### src/hw/hpp_map.svh
/*
 * Constants of the host processor port: pin widths, strap bit positions
 * and serial control word layout.
 * Assumes inclusion by bare name from the package and the port module.
 */
`ifndef HPP_MAP_SVH
`define HPP_MAP_SVH

`define HPP_ADDR_BITS 13
`define HPP_DATA_BITS 8
// Strap positions on the data bus in serial mode
`define HPP_STRAP_CPOL 7
`define HPP_STRAP_CPHA 6
`define HPP_STRAP_SWAP 5
// Serial control word: two bytes, direction first, burst flag last
`define HPP_CTRL_LAST 4'hF
`define HPP_DATA_LAST 4'h7
`define HPP_CW_RW 15
`define HPP_CW_BURST 0

`endif

### src/hw/hpp_pkg.sv
/*
 * Types of the host processor port: synchronised pin bundle and the
 * serial slave state encoding.
 * Assumes hpp_map.svh on the include path.
 */
`include "hpp_map.svh"

package hpp_pkg;

    typedef logic [`HPP_ADDR_BITS-1:0] hpp_addr_t;
    typedef logic [`HPP_DATA_BITS-1:0] hpp_data_t;

    typedef struct packed {
        logic serial_sel;
        logic bus_style;
        logic cs_n;
        logic rd_n;
        logic wr_n;
        logic ds_n;
        logic rw;
        logic sclk;
        logic mosi;
        hpp_addr_t addr;
        hpp_data_t data;
    } hpp_pins_s;

    typedef enum logic [1:0] {
        HPP_IDLE = 2'b00,
        HPP_CTRL = 2'b01,
        HPP_DATA = 2'b10
    } hpp_state_e;

endpackage : hpp_pkg

### src/hw/hpp_host_port.sv
/*
 * Host processor port: parallel slave in two strobe styles or serial slave
 * with strapped clock mode and bit order, feeding a one-byte register
 * request port; open-drain interrupt pin.
 * Assumes all pins are asynchronous to mclk, the serial clock is at least
 * eight times slower than mclk, and reg_rdata is valid the cycle after
 * reg_rd.
 */
// How it works
// - Strobe style low: separate read/write strobes
// - Strobe style high: direction select plus data strobe
// - One byte per access on data bus
// - Thirteen dedicated address lines select register
// - No multiplexed address/data mode
// - Read or write strobe marks direction, latches
// - Direction level plus data strobe latch
// - Interrupt pin low while unmasked condition present
// - Serial select high gives serial slave
// - Data bits 7,6 strap polarity and phase
// - Data bit 5 straps serial bit order
// - Direction first, burst last in control word
// - Control bytes then one data byte
// - Burst: address increments, no more control
// - No burst: control bytes follow data
// - Select release ends burst; control next
// - Select may stay or drop between accesses
`timescale 1ns/1ps
`default_nettype none
`include "hpp_map.svh"

module hpp_host_port #(
    parameter int ADDR_W = `HPP_ADDR_BITS
) (
    input wire logic mclk,
    input wire logic resetn,
    input wire logic serial_port_select,
    input wire logic bus_style_select,
    input wire logic chip_select_n,
    input wire hpp_pkg::hpp_addr_t address,
    input wire hpp_pkg::hpp_data_t data_in,
    output logic [7:0] data_out,
    output logic data_oe,
    input wire logic read_strobe_n,
    input wire logic write_strobe_n,
    input wire logic read_write_select,
    input wire logic data_strobe_n,
    input wire logic serial_clock,
    input wire logic serial_mosi,
    output logic serial_miso,
    output logic serial_miso_oe,
    input wire logic irq_pending,
    output logic interrupt_request_n,
    output logic interrupt_request_oe,
    output logic [12:0] reg_addr,
    output logic [7:0] reg_wdata,
    output logic reg_wr,
    output logic reg_rd,
    input wire hpp_pkg::hpp_data_t reg_rdata
);
    import hpp_pkg::*;

    if (ADDR_W != `HPP_ADDR_BITS) begin : g_chk
        $error("hpp_host_port: address width must be 13");
    end

    function automatic logic [15:0] hpp_rev16(input logic [15:0] v);
        logic [15:0] r;
        r = '0;
        for (int i = 0; i < 16; i++) begin
            r[i] = v[15-i];
        end
        return r;
    endfunction : hpp_rev16

    ////////////////////////////////////////////////////////////////////////
    // Pin synchronisers
    hpp_pins_s pin_raw, meta_q, sync_q;

    always_comb begin
        pin_raw = '{serial_port_select, bus_style_select, chip_select_n,
                    read_strobe_n, write_strobe_n, data_strobe_n,
                    read_write_select, serial_clock, serial_mosi,
                    address, data_in};
    end

    always_ff @(posedge mclk or negedge resetn) begin
        if (!resetn) begin
            meta_q <= '{cs_n: 1'b1, rd_n: 1'b1, wr_n: 1'b1, ds_n: 1'b1, default: '0};
            sync_q <= '{cs_n: 1'b1, rd_n: 1'b1, wr_n: 1'b1, ds_n: 1'b1, default: '0};
        end else begin
            meta_q <= pin_raw;
            sync_q <= meta_q;
        end
    end

    ////////////////////////////////////////////////////////////////////////
    // Port state
    logic sel_q, sel_d, sclk_q, sclk_d;
    logic cpol_q, cpol_d, cpha_q, cpha_d, swap_q, swap_d;
    logic act_q, act_d, prd_q, prd_d;
    hpp_data_t pwd_q, pwd_d;
    hpp_state_e st_q, st_d;
    logic [3:0] bcnt_q, bcnt_d;
    logic [15:0] sh_q, sh_d;
    logic rw_q, rw_d, burst_q, burst_d;
    hpp_addr_t sa_q, sa_d, ra_q, ra_d;
    hpp_data_t rwd_q, rwd_d, tx_q, tx_d, dout_q, dout_d;
    logic wr_q, wr_d, rd_q, rd_d, rdw_q, rdw_d;
    logic doe_q, doe_d, miso_q, miso_d, moe_q, moe_d, ioe_q, ioe_d;

    logic csn_s, par_act, par_rd, par_start, par_end;
    logic sclk_rise, sclk_fall, samp, shft;
    logic [15:0] cw, mid_rev, db_rev, tx_rev;
    logic [13:0] mid;
    hpp_data_t db;

    always_comb begin
        csn_s = sync_q.cs_n;
        // Parallel access window and direction per strobe style
        par_act = !csn_s && (sync_q.bus_style ? !sync_q.ds_n
                                              : (!sync_q.rd_n || !sync_q.wr_n));
        par_rd = sync_q.bus_style ? sync_q.rw : !sync_q.rd_n;
        par_start = !sel_q && par_act && !act_q;
        par_end = !sel_q && act_q && !par_act;
        // Sample on leading edge when phase is 0, trailing when 1
        sclk_rise = sync_q.sclk && !sclk_q;
        sclk_fall = !sync_q.sclk && sclk_q;
        samp = (cpol_q ^ cpha_q) ? sclk_fall : sclk_rise;
        shft = (cpol_q ^ cpha_q) ? sclk_rise : sclk_fall;
        cw = {sh_q[14:0], sync_q.mosi};
        mid_rev = hpp_rev16({cw[14:1], 2'b00});
        db_rev = hpp_rev16({cw[7:0], 8'h00});
        tx_rev = hpp_rev16({reg_rdata, 8'h00});
        mid = swap_q ? mid_rev[13:0] : cw[14:1];
        db = swap_q ? db_rev[7:0] : cw[7:0];

        sel_d = sync_q.serial_sel;
        sclk_d = sync_q.sclk;
        cpol_d = cpol_q;
        cpha_d = cpha_q;
        swap_d = swap_q;
        act_d = !sel_q && par_act;
        prd_d = par_start ? par_rd : prd_q;
        pwd_d = par_act ? sync_q.data : pwd_q;
        st_d = st_q;
        bcnt_d = bcnt_q;
        sh_d = sh_q;
        rw_d = rw_q;
        burst_d = burst_q;
        sa_d = sa_q;
        ra_d = ra_q;
        rwd_d = rwd_q;
        tx_d = tx_q;
        miso_d = miso_q;
        wr_d = 1'b0;
        rd_d = 1'b0;
        rdw_d = rd_q;
        dout_d = (rdw_q && !sel_q) ? reg_rdata : dout_q;
        doe_d = !sel_q && par_act && par_rd;
        moe_d = sel_q && !csn_s;
        ioe_d = irq_pending;

        if (par_start) begin
            ra_d = sync_q.addr;
            rd_d = par_rd;
        end
        if (par_end && !prd_q) begin
            rwd_d = pwd_q;
            wr_d = 1'b1;
        end

        if (sel_q && rdw_q) begin
            tx_d = swap_q ? tx_rev[7:0] : reg_rdata;
        end
        if (!sel_q || csn_s) begin
            st_d = HPP_IDLE;
            bcnt_d = 4'h0;
            if (sel_q) begin
                cpol_d = sync_q.data[`HPP_STRAP_CPOL];
                cpha_d = sync_q.data[`HPP_STRAP_CPHA];
                swap_d = sync_q.data[`HPP_STRAP_SWAP];
            end
        end else begin
            if (st_q == HPP_IDLE) begin
                st_d = HPP_CTRL;
            end
            if (shft) begin
                miso_d = tx_q[7];
                tx_d = {tx_q[6:0], 1'b0};
            end
            if (samp) begin
                sh_d = cw;
                bcnt_d = bcnt_q + 4'h1;
                case (st_q)
                    HPP_IDLE, HPP_CTRL: begin
                        if (bcnt_q == `HPP_CTRL_LAST) begin
                            rw_d = cw[`HPP_CW_RW];
                            burst_d = cw[`HPP_CW_BURST];
                            sa_d = mid[12:0];
                            ra_d = mid[12:0];
                            rd_d = cw[`HPP_CW_RW];
                            bcnt_d = 4'h0;
                            st_d = HPP_DATA;
                        end
                    end
                    HPP_DATA: begin
                        if (bcnt_q == `HPP_DATA_LAST) begin
                            bcnt_d = 4'h0;
                            if (!rw_q) begin
                                ra_d = sa_q;
                                rwd_d = db;
                                wr_d = 1'b1;
                            end
                            if (burst_q) begin
                                sa_d = sa_q + 13'h0001;
                                if (rw_q) ra_d = sa_q + 13'h0001;
                                rd_d = rw_q;
                            end else begin
                                st_d = HPP_CTRL;
                            end
                        end
                    end
                    default: st_d = HPP_IDLE;
                endcase
            end
        end
    end

    always_ff @(posedge mclk or negedge resetn) begin
        if (!resetn) begin
            sel_q <= 1'b0;
            sclk_q <= 1'b0;
            cpol_q <= 1'b0;
            cpha_q <= 1'b0;
            swap_q <= 1'b0;
            act_q <= 1'b0;
            prd_q <= 1'b0;
            pwd_q <= 8'h00;
            st_q <= HPP_IDLE;
            bcnt_q <= 4'h0;
            sh_q <= 16'h0000;
            rw_q <= 1'b0;
            burst_q <= 1'b0;
            sa_q <= 13'h0000;
            ra_q <= 13'h0000;
            rwd_q <= 8'h00;
            tx_q <= 8'h00;
            dout_q <= 8'h00;
            wr_q <= 1'b0;
            rd_q <= 1'b0;
            rdw_q <= 1'b0;
            doe_q <= 1'b0;
            miso_q <= 1'b0;
            moe_q <= 1'b0;
            ioe_q <= 1'b0;
        end else begin
            sel_q <= sel_d;
            sclk_q <= sclk_d;
            cpol_q <= cpol_d;
            cpha_q <= cpha_d;
            swap_q <= swap_d;
            act_q <= act_d;
            prd_q <= prd_d;
            pwd_q <= pwd_d;
            st_q <= st_d;
            bcnt_q <= bcnt_d;
            sh_q <= sh_d;
            rw_q <= rw_d;
            burst_q <= burst_d;
            sa_q <= sa_d;
            ra_q <= ra_d;
            rwd_q <= rwd_d;
            tx_q <= tx_d;
            dout_q <= dout_d;
            wr_q <= wr_d;
            rd_q <= rd_d;
            rdw_q <= rdw_d;
            doe_q <= doe_d;
            miso_q <= miso_d;
            moe_q <= moe_d;
            ioe_q <= ioe_d;
        end
    end

    assign data_out = dout_q;
    assign data_oe = doe_q;
    assign serial_miso = miso_q;
    assign serial_miso_oe = moe_q;
    assign interrupt_request_n = 1'b0;  // Open drain: only the enable moves
    assign interrupt_request_oe = ioe_q;
    assign reg_addr = ra_q;
    assign reg_wdata = rwd_q;
    assign reg_wr = wr_q;
    assign reg_rd = rd_q;
endmodule : hpp_host_port
`default_nettype wire

### config.mk
export PLATFORM = sky130hd
export DESIGN_NAME = hpp_host_port
export DESIGN_NICKNAME = d
export VERILOG_FILES = /design/src/hw/hpp_pkg.sv /design/src/hw/hpp_host_port.sv
export VERILOG_INCLUDE_DIRS = /design/src /design/src/hw
export SDC_FILE = /design/constraint.sdc
export NUM_CORES = 1
export LEC_CHECK = 0
export BUFFER_PORTS_ARGS = -buffer_cell sky130_fd_sc_hd__buf_2
export CAP_MARGIN = 20
export CORE_MARGIN = 4
export CORE_UTILIZATION = 40
export CTS_CLUSTER_DIAMETER = 60
export DETAILED_ROUTE_END_ITERATION = 7
export PLACE_DENSITY_LB_ADDON = 0.3
export SYNTH_ARGS = -nofsm -noshare
export SYNTH_HDL_FRONTEND = slang
export SYNTH_SLANG_ARGS = --single-unit
### constraint.sdc
create_clock -name mclk -period 2.37 [get_ports mclk]
set_input_delay 0.3555 -clock mclk [delete_from_list [all_inputs] [get_ports mclk]]
set_output_delay 0.3555 -clock mclk [all_outputs]
set_load 0.05 [all_outputs]
==> flow_metrics.py, run 1 <==
metrics = {
    "synth": {
        "async_reset_ff_share_pct": 100.0,
        "syn_avg_cell_area_um2": 12.54,
        "synth_area_um2": 6521,
        "synthFlopType": "dfrtp_1",
        "synth_edf_count": 0,
        "yosysWarnings": 0,
        "ys_ff_latch": 155,
        "synth_cell_types": 64,
        "synthCells": 520,
        "syn-num-nets": 563,
        "ys_seq_area_share_pct": 59.63,
    },
    "sta": {
        "final_hold_viol_count": 0,
        "worstMarginPinSlew_ps": 576.6,
        "max_slew_margin_pct": 61.56,
        "rsz0062_at_grt": "no",
        "hold_slack_ps": 25.69,
        "tns_ps": 0,
        "final_max_slew_viol_count": 0,
        "setup_viol": 0,
        "clock.fmax_mhz": 469.2,
        "layout_setup_ws_ps": 238.8,
        "finClkSkew_ps": 8.534,
        "period_share_pct": 89.92,
        "fin_crit_ps": 2131,
    },
    "power_and_ir_drop": {
        "total_leakage_power_nw": 3.627,
        "p_per_area_nw_per_um2": 951.1,
        "ir_drop_mv": 0.6139,
    },
    "setup_path": {
        "worstSetupStartpoint": "bcnt_q[0]",
        "endpoint_kind": "register",
        "worst_path_max_delay_cell": "or3_1",
        "critPathLaunchType": "register",
        "cp.depth": 6,
        "regToRegStartpoint": "bcnt_q[0]",
        "crit_required_ps": 2710,
        "crit_family": "simple AND/OR/NAND/NOR gates",
        "endpoint": "reg_addr[4]",
        "worstPathCellList": "ha_1, nand3b_2, or3_1, o32ai_1, a21oi_1, o22ai_1",
        "cp_slowest_stage_delay_ps": 590,
        "rrSetupSlack_ps": 240,
        "arrival_ps": 2470,
        "timing.rr.end": "reg_addr[4]",
        "critPathBufInv": 0,
        "reg2reg_depth": 6,
        "crit_type": "reg -> reg",
        "crit_fanout": 10,
    },
    "detailed_routing": {
        "ant_nets": 0,
        "drc": 0,
        "num_vias": 4481,
        "drtPass1Iterations": 5,
        "first_iter_violations": 314,
        "wl_per_cell_um": 17.46,
        "routed_via_density": 5.309,
        "wirelength_um": 14740,
    },
    "die": {
        "die-area_um2": 18410,
        "initial_core_util_pct": 40.90,
        "die_w_um": 135.7,
        "boundaryPins": 77,
        "rows": 46,
        "coreArea_um2": 15940,
        "die_y_um": 135.7,
    },
    "clock_network": {
        "clk_latency_ps": 430,
        "clock-sinks": 155,
        "clk_path_buf_depth": 2,
        "clkTransAtPathRegs_ps": 70,
        "cts.repair.resized": 0,
        "cts_root_buf": "clkbuf_16",
        "cts_tree": "built",
        "numCtsBuffers": 17,
        "cts_max_level": 4,
        "post_cts_buffers": 0,
    },
    "place": {
        "place_congestion": 0.8574,
        "portBuffers": 75,
        "dp_hpwl_um": 10200,
        "placed_area_um2": 7261,
        "place_ws_ps": 287.0,
        "dp_cells": 808,
    },
    "grt": {
        "grt_usage_pct": 17.23,
        "grt_pass1_vias": 4599,
        "grt_pass1_wl_um": 24430,
        "grt-ovfl-total": 0,
        "antenna_found_initial": 0,
        "grt_max_degree": 57,
    },
    "hold_path": {
        "hold_path_class": "in -> reg",
    },
    "cells_and_area": {
        "final_cell_mix": "dfrtp_1, buf_2, mux2_2, mux2i_1, a21oi_1",
        "syn2layout_area_growth_pct": 21.14,
        "layout-drive-gt1-share_pct": 32.64,
        "antenna_cells": 0,
        "final_common_cell": "dfrtp_1",
        "fin_cells": 844,
        "fin_area_um2": 7900,
        "fin_nets": 658,
        "fillCellCount": 1452,
    },
    "outcome": {
        "status": "finished, final reports clean",
    },
    "run": {
        "maxCapViolCount": 0,
    },
}
worst min-delay path by stage:
stage          depth (start not counted)     startpoint         end
6_report                               1  data_strobe_n  meta_q[24]
5_1_grt                                1    serial_mosi  meta_q[21]
4_1_cts                                1  chip_select_n  meta_q[27]
3_5_place_dp                           0     meta_q[11]  sync_q[11]
3_3_place_gp                           0     meta_q[15]  sync_q[15]
2_1_floorplan                          0         resetn       act_q
layer usage:
layer | GRT usage (%) | vias up | wire [µm]
li1 | - | 2102 | -
met2 | 25.97 | 120 | 6830
met4 | 5.655 | 0 | 201
met3 | 5.461 | 16 | 855
met1 | 23.74 | 2243 | 6850
met5 | 0 | - | 0
logic make-up (layout without fill, tap and decap cells):
family | Yosys count | count (layout) | share of synthesized area (%)
AOI/OAI and AO/OA | 125 | 125 | 12.53
xor gates and xnor gates | 3 | 3 | 0.6908
adders and majority gates | 2 | 2 | 0.3837
buffers and inverters | 32 | 140 | 2.398
DFF | 155 | 155 | 59.63
muxes | 89 | 89 | 14.81
other | 1 | 1 | 0.05750
and+or+nand+nor | 113 | 113 | 9.497
synthesized netlist by cell type, drive strengths merged (4+ instances only):
| cell | count | area [µm²] |
|---|---|---|
| a211oi | 9 | 67.56 |
| nor2b | 9 | 56.30 |
| nand2 | 30 | 112.6 |
| a221oi | 4 | 35.03 |
| nor3 | 10 | 66.32 |
| buf | 17 | 98.85 |
| o22ai | 13 | 81.33 |
| nand3 | 10 | 55.05 |
| mux2i | 39 | 402.9 |
| a21o | 8 | 60.06 |
| nor2 | 19 | 71.32 |
| dfstp | 8 | 210.2 |
| mux2 | 50 | 563.0 |
| a21oi | 33 | 168.9 |
| dfrtp | 147 | 3679 |
| a22oi | 5 | 37.54 |
| nand2b | 9 | 56.30 |
| o21ai | 28 | 140.1 |
| or3 | 6 | 37.54 |
| clkbuf | 12 | 46.29 |
worst reg2reg max path, stage by stage, from the launching register on:
cell,delay [ps]
dfrtp_1,380
ha_1,270
nand3b_2,220
or3_1,590
o32ai_1,340
a21oi_1,80
o22ai_1,160
through the flow:
step | util [%] | power (mW)
after floorplan | - | 4.362
after global placement | 45.54 | 4.791
after detailed placement | 45.54 | 4.827
after CTS | 49.36 | 7.607
after global routing | 49.55 | 7.892
final | 49.55 | 7.514
sequential cells by signal (all words and copies together), names as in the netlist, 8 cells and up:
name,cells
data_out,8
meta_q,30
pwd_q,8
reg_addr,13
reg_wdata,8
sa_q,13
sh_q,15
sync_q,26
tx_q,8
where the power goes:
| part | internal [mW] | switching, mW |
|---|---|---|
| clock | 1.60 | 1.14 |
| combinational | 0.521 | 1.02 |
| sequential | 3.01 | 0.228 |
| total | 5.13 | 2.38 |
final cells by class:
cell class,count,area [µm²],share of cell area (%)
Multi-Input combinational cell,333,2476,31.34
Inverter,3,11.26,0.1425
Clock buffer,18,439.2,5.559
Timing Repair Buffer,105,654.4,8.283
Tap cell,216,270.3,3.421
Clock inverter,14,160.2,2.027
Sequential cell,155,3889,49.22
repair_timing:
item	CTS	global route
endpoints found under the setup margin	0	0
hold buffers	1	3
hold endpoints to repair	54	3
No activity file was read; power rests on OpenSTA's default activity.
==> run 2: changes to the inputs <==
--- a/config.mk
+++ b/config.mk
@@ -6,12 +6,14 @@
 export SDC_FILE = /design/constraint.sdc
 export NUM_CORES = 1
 export LEC_CHECK = 0
+export ABC_AREA = 1
 export BUFFER_PORTS_ARGS = -buffer_cell sky130_fd_sc_hd__buf_2
 export CAP_MARGIN = 20
 export CORE_MARGIN = 4
 export CORE_UTILIZATION = 40
 export CTS_CLUSTER_DIAMETER = 60
 export DETAILED_ROUTE_END_ITERATION = 7
+export GPL_TIMING_DRIVEN = 0
 export PLACE_DENSITY_LB_ADDON = 0.3
 export SYNTH_ARGS = -nofsm -noshare
 export SYNTH_HDL_FRONTEND = slang
==> run 2 against run 1 <==
Effect of this change:
- largest cell class unchanged
- critical path depth rose by 3
- die area rose by 0.34%
- fmax rose by 0.84%
- highest routed layer unchanged
- core utilization fell by 0.11 points
- global-route usage rose by 0.49 points
==> flow_metrics.py, run 2 <==
metrics = {
    "outcome": {
        "status": "finished, final reports clean",
    },
    "synth": {
        "synth_top_family_by_area": "simple AND/OR/NAND/NOR gates",
        "synthAdderAreaFrac_pct": 0.3823,
        "synth_area_um2": 6545,
        "yosys.area.top_type": "dfrtp_1",
        "synth_compound_area_share_pct": 14.38,
        "synthFlopType": "dfrtp_1",
        "synthCells": 722,
        "synth_edf_count": 0,
        "syn_avg_cell_area_um2": 9.065,
        "synth-xor-area-share_pct": 0.8029,
        "ys_ff_latch": 155,
        "synth_common_cells": "nand2_1, dfrtp_1, o21ai_0",
        "ys_seq_area_share_pct": 59.42,
        "synthMostInstantiatedCell": "nand2_1",
        "async_reset_ff_share_pct": 100.0,
        "synthTopCellsByArea": "dfrtp_1, nand2_1, o21ai_0",
        "syn-num-nets": 765,
        "synthMuxAreaShare_pct": 0.9367,
        "yosysTopAreaCellShare_pct": 56.20,
        "yosysWarnings": 0,
        "synth_cell_types": 41,
        "synthSimpleGateAreaFrac_pct": 16.69,
    },
    "setup_path": {
        "worst_path_max_delay_cell": "dfrtp_1",
        "endpoint_kind": "register",
        "critPathBufInv": 3,
        "crit_family": "simple AND/OR/NAND/NOR gates",
        "crit_type": "reg -> reg",
        "rrSetupSlack_ps": 260,
        "cp_common_cell": "nand2_2",
        "regToRegStartpoint": "bcnt_q[0]",
        "timing.rr.end": "reg_wdata[5]",
        "crit_fanout": 10,
        "reg2reg_depth": 9,
        "arrival_ps": 2420,
        "critPathLaunchType": "register",
        "crit_required_ps": 2680,
        "worstPathCellList": "ha_1, nand3_2, nor2_4, nand2_2, inv_2, nand2_2, buf_2, o31ai_1, inv_1",
        "cp_slowest_stage_delay_ps": 380,
    },
    "grt": {
        "antenna_found_initial": 0,
        "grt_max_degree": 100,
        "grt_usage_pct": 17.71,
        "grt_pass1_vias": 4992,
        "grt-ovfl-total": 0,
        "grt_pass1_wl_um": 25170,
    },
    "sta": {
        "finClkSkew_ps": 9.107,
        "final_max_slew_viol_count": 0,
        "worstMarginPinSlew_ps": 722.9,
        "max_slew_margin_pct": 51.60,
        "fin_crit_ps": 2113,
        "clock.fmax_mhz": 473.1,
        "rsz0062_at_grt": "no",
        "period_share_pct": 89.18,
        "final_hold_viol_count": 0,
        "tns_ps": 0,
        "setup_viol": 0,
    },
    "clock_network": {
        "clkTransAtPathRegs_ps": 60,
        "cts_max_level": 4,
        "clock-sinks": 155,
        "post_cts_buffers": 0,
        "clk_latency_ps": 430,
        "numCtsBuffers": 17,
        "clk_path_buf_depth": 2,
        "hold_buffers": 1,
        "cts.repair.resized": 0,
        "cts_root_buf": "clkbuf_16",
        "cts_tree": "built",
    },
    "power_and_ir_drop": {
        "p_per_area_nw_per_um2": 972.0,
        "total_leakage_power_nw": 3.774,
        "ir_drop_mv": 0.6557,
    },
    "place": {
        "place_congestion": 0.9272,
        "portBuffers": 75,
        "dp_cells": 1014,
        "dp_hpwl_um": 10960,
    },
    "detailed_routing": {
        "num_vias": 5212,
        "wl_per_cell_um": 14.67,
        "drc": 0,
        "drtPass1Iterations": 5,
        "ant_nets": 0,
        "wirelength_um": 15360,
        "first_iter_violations": 492,
        "routed_via_density": 4.978,
    },
    "die": {
        "die-area_um2": 18470,
        "rows": 46,
        "coreArea_um2": 15940,
        "boundaryPins": 77,
        "die_w_um": 135.9,
        "initial_core_util_pct": 41.05,
        "die_y_um": 135.9,
    },
    "cells_and_area": {
        "seqCellArea_um2": 3889,
        "fin_cells": 1047,
        "fillCellCount": 1495,
        "final_cell_mix": "nand2_1, dfrtp_1, o21ai_0, inv_1, buf_2",
        "multi_input_area_um2": 2176,
        "largestRegisters": "meta_q: 30 flops, sync_q: 26 flops, sh_q: 15 flops",
        "fin_nets": 861,
        "largest_register_ffs": 30,
        "syn2layout_area_growth_pct": 20.44,
        "final_common_cell": "nand2_1",
        "antenna_cells": 0,
        "layout-drive-gt1-share_pct": 17.09,
        "top_register": "meta_q",
    },
    "run": {
        "maxCapViolCount": 0,
    },
    "hold_path": {
        "worstHoldEndpoint": "meta_q[25]",
        "whs_path_depth": 1,
        "hp-start": "write_strobe_n",
        "hold_path_class": "in -> reg",
    },
}
-- run 2: worst register-to-register path, stage by stage (launching register included) --
cell,delay [ps]
dfrtp_1,380
ha_1,240
nand3_2,230
nor2_4,240
nand2_2,140
inv_2,160
nand2_2,140
buf_2,220
o31ai_1,200
inv_1,60
-- run 2: final cells by class --
class,instances,area share [%]
inverters,102,4.857
well taps,216,3.429
multi-input cells,443,27.60
repair buffers,77,5.317
flip-flops and latches,155,49.33
plain buffers,22,1.238
clock buffers,18,5.571
clock inverters,14,2.651
-- run 2: kinds of logic after synthesis --
kind of cell / count (synthesis)
AND/OR/NAND/NOR: 258
AO/OA/AOI/OAI: 170
other: 1
adder cells (fa/ha/maj): 2
XOR/XNOR: 6
buffers and inverters: 124
flip-flops: 155
multiplexers: 6
-- run 2: power breakdown --
| group | total [mW] | switching [mW] | internal, mW |
|---|---|---|---|
| Combinational | 1.51 | 1.11 | 0.401 |
| Clock | 2.96 | 1.14 | 1.82 |
| Sequential | 3.19 | 0.188 | 3.00 |
| Total | 7.66 | 2.44 | 5.22 |
-- run 2: worst max path at each step --
| stage | start | to | slack [ps] | depth (start not counted) |
|---|---|---|---|---|
| after floorplan | bcnt_q[0] | reg_wdata[5] | 630 | 9 |
| after global placement | resetn | meta_q[6] | -1290 | 1 |
| after detailed placement | cpha_q | reg_addr[10] | 260 | 10 |
| after CTS | cpha_q | reg_addr[10] | 250 | 10 |
| after global routing | bcnt_q[0] | sa_q[2] | 90 | 8 |
| final | bcnt_q[0] | reg_wdata[5] | 260 | 9 |
-- run 2: layer usage --
layer | wire length, µm | share of wire (%) | track usage (%) | up-vias
met4 | 327 | 2.1 | 7.727 | 0
met5 | 0 | 0 | 0 | -
met1 | 6623 | 43 | 23.03 | 2512
met2 | 7578 | 49 | 28.26 | 139
met3 | 831 | 5.4 | 4.404 | 26
li1 | - | - | - | 2535
-- run 2: metrics by stage --
stage | area, µm² | power (mW) | utilization, % | hold WS [ps] | worst slack, ps
floorplan | 6545 | 4.258 | - | 59.91 | 633.2
global placement | 7191 | 4.714 | 45.10 | 332.5 | -1294
detailed placement | 7224 | 4.748 | 45.31 | 334.7 | 260.0
CTS | 7883 | 7.733 | 49.44 | 4.333 | 248.1
global route | 7883 | 8.046 | 49.44 | 4.483 | 94.90
finish | 7883 | 7.662 | 49.44 | 26.44 | 256.5
==> run 3: changes to the inputs <==
--- a/config.mk
+++ b/config.mk
@@ -6,7 +6,6 @@
 export SDC_FILE = /design/constraint.sdc
 export NUM_CORES = 1
 export LEC_CHECK = 0
-export ABC_AREA = 1
 export BUFFER_PORTS_ARGS = -buffer_cell sky130_fd_sc_hd__buf_2
 export CAP_MARGIN = 20
 export CORE_MARGIN = 4
==> run 3 against run 2 <==
Effect of this change:
- count of clock-buffer cells in the layout shrank 1
- highest routed layer unchanged
- critical path type unchanged
- via count decreased by 13%
- critical path depth down 2
==> flow_metrics.py, run 3 (synthesized netlist as in run 1, its figures left out) <==
metrics = {
    "setup_path": {
        "rrSetupSlack_ps": 160,
        "cp_slowest_stage_delay_ps": 490,
        "crit_required_ps": 2680,
        "critPathLaunchType": "register",
        "endpoint_kind": "register",
        "crit_type": "reg -> reg",
        "worst_path_max_delay_cell": "clkbuf_1",
        "worstPathCellList": "buf_2, nand2b_1, buf_2, clkbuf_1, clkbuf_1, o21ai_0, o2bb2ai_1",
        "crit_fanout": 10,
        "arrival_ps": 2510,
    },
    "place": {
        "placed_area_um2": 7201,
        "place_congestion": 0.8622,
        "portBuffers": 75,
        "dp_hpwl_um": 10450,
    },
    "cells_and_area": {
        "layout-drive-gt1-share_pct": 31.34,
        "top_register": "meta_q",
        "largest_register_ffs": 30,
        "largestRegisters": "meta_q: 30 flops, sync_q: 26 flops, sh_q: 15 flops",
        "final_common_cell": "dfrtp_1",
        "final_cell_mix": "dfrtp_1, buf_2, mux2_2, mux2i_1, a21oi_1",
        "fin_util_pct": 49.53,
        "fin_nets": 665,
        "fin_area_um2": 7896,
        "antenna_cells": 0,
        "syn2layout_area_growth_pct": 21.09,
    },
    "grt": {
        "grt_pass1_vias": 4727,
        "grt_pass1_wl_um": 24260,
        "grt-ovfl-total": 0,
        "grt_usage_pct": 17.05,
        "grt_max_degree": 93,
        "antenna_found_initial": 0,
    },
    "sta": {
        "clock.fmax_mhz": 452.9,
        "worstMarginPinSlew_ps": 630.7,
        "period_share_pct": 93.17,
        "max_slew_margin_pct": 57.95,
        "final_hold_viol_count": 0,
        "rsz0062_at_grt": "no",
        "hold_slack_ps": 28.58,
        "fin_crit_ps": 2208,
        "finClkSkew_ps": 14.00,
        "setup_viol": 0,
        "final_max_slew_viol_count": 0,
    },
    "clock_network": {
        "clk_path_buf_depth": 2,
        "post_cts_buffers": 0,
        "clk_latency_ps": 430,
        "clkTransAtPathRegs_ps": 60,
        "cts_max_level": 4,
        "cts_root_buf": "clkbuf_16",
        "clock-sinks": 155,
        "cts_tree": "built",
        "numCtsBuffers": 17,
    },
    "die": {
        "die-area_um2": 18410,
        "rows": 46,
        "boundaryPins": 77,
        "die_w_um": 135.7,
        "die_y_um": 135.7,
        "coreArea_um2": 15940,
        "initial_core_util_pct": 40.90,
    },
    "detailed_routing": {
        "num_vias": 4532,
        "wirelength_um": 14750,
        "drtPass1Iterations": 7,
        "ant_nets": 0,
        "first_iter_violations": 296,
        "routed_via_density": 5.325,
        "drc": 0,
        "wl_per_cell_um": 17.33,
    },
    "power_and_ir_drop": {
        "total_leakage_power_nw": 3.600,
        "p_per_area_nw_per_um2": 960.0,
        "ir_drop_mv": 0.5517,
    },
    "run": {
        "maxCapViolCount": 0,
    },
    "hold_path": {
        "hold_path_class": "in -> reg",
    },
    "outcome": {
        "status": "finished, final reports clean",
    },
}
-- run 3: cell types whose count changed in the layout (fill, tap and decap cells not counted), sizes merged, moves of 13 or more --
cell,change
nor2,-18
o21ai,-80
inv,-97
o211ai,-13
mux2,+49
mux2i,+34
nand3,-16
nand2,-148
-- run 3: final timing paths --
path / depth (start not counted) / start / end
min reg2reg: 0 / meta_q[12] / sync_q[12]
max reg2reg: 7 / st_q[1] / sa_q[9]
min: 1 / address[3] / meta_q[11]
max in group asynchronous: 3 / resetn / sa_q[10]
max: 7 / st_q[1] / sa_q[9]
min in group asynchronous: 2 / resetn / serial_miso
-- run 3: per-stage QoR --
step | instances | TNS [ps] | worst slack, ps | total power [mW]
2_1_floorplan | 520 | 0 | 503.0 | 4.362
3_3_place_gp | 811 | -182930 | -1238 | 4.776
3_5_place_dp | 812 | 0 | 15.18 | 4.825
4_1_cts | 851 | -15.63 | -8.061 | 7.699
5_1_grt | 851 | 0 | 48.95 | 7.924
6_report | 851 | 0 | 161.9 | 7.580
-- run 3: where the power goes --
part           internal (mW)  total, mW  switching [mW]
Combinational          0.516       1.56            1.04
Clock                   1.67       2.81            1.14
Sequential              3.01       3.21           0.207
Total                   5.20       7.58            2.38
-- run 3: repair_timing --
action / in CTS / in global routing
hold buffers: 7 / 0
gates cloned: 0 / 0
gates resized for setup: 0 / 5
endpoints found under the hold margin: 61 / 0
setup endpoints to repair: 2 / 13
pin swaps: 0 / 1
-- run 3: cell type report --
| class | count | area (µm²) |
|---|---|---|
| multi-input cells | 333 | 2490 |
| clock buffers | 17 | 425.4 |
| inverters | 3 | 11.26 |
| well taps | 216 | 270.3 |
| plain buffers | 29 | 146.4 |
| clock inverters | 15 | 185.2 |
| fillers | 1421 | 8046 |
| repair buffers | 83 | 479.2 |
| flip-flops and latches | 155 | 3889 |
-- run 3: per-layer routing --
layer | global-route usage (%) | routed length, µm | vias to the layer above
li1 | - | - | 2111
met1 | 22.89 | 6747 | 2252
met2 | 26.85 | 6949 | 146
met3 | 4.123 | 835 | 23
met4 | 6.607 | 220 | 0
met5 | 0 | 0 | -
-- run 3: critical path: cells and delay by family (launching register included) --
family	cells	cell delay [ps]
buffers and inverters	4	1280
flip-flops	1	350
AO/OA/AOI/OAI	2	380
AND/OR/NAND/NOR	1	70
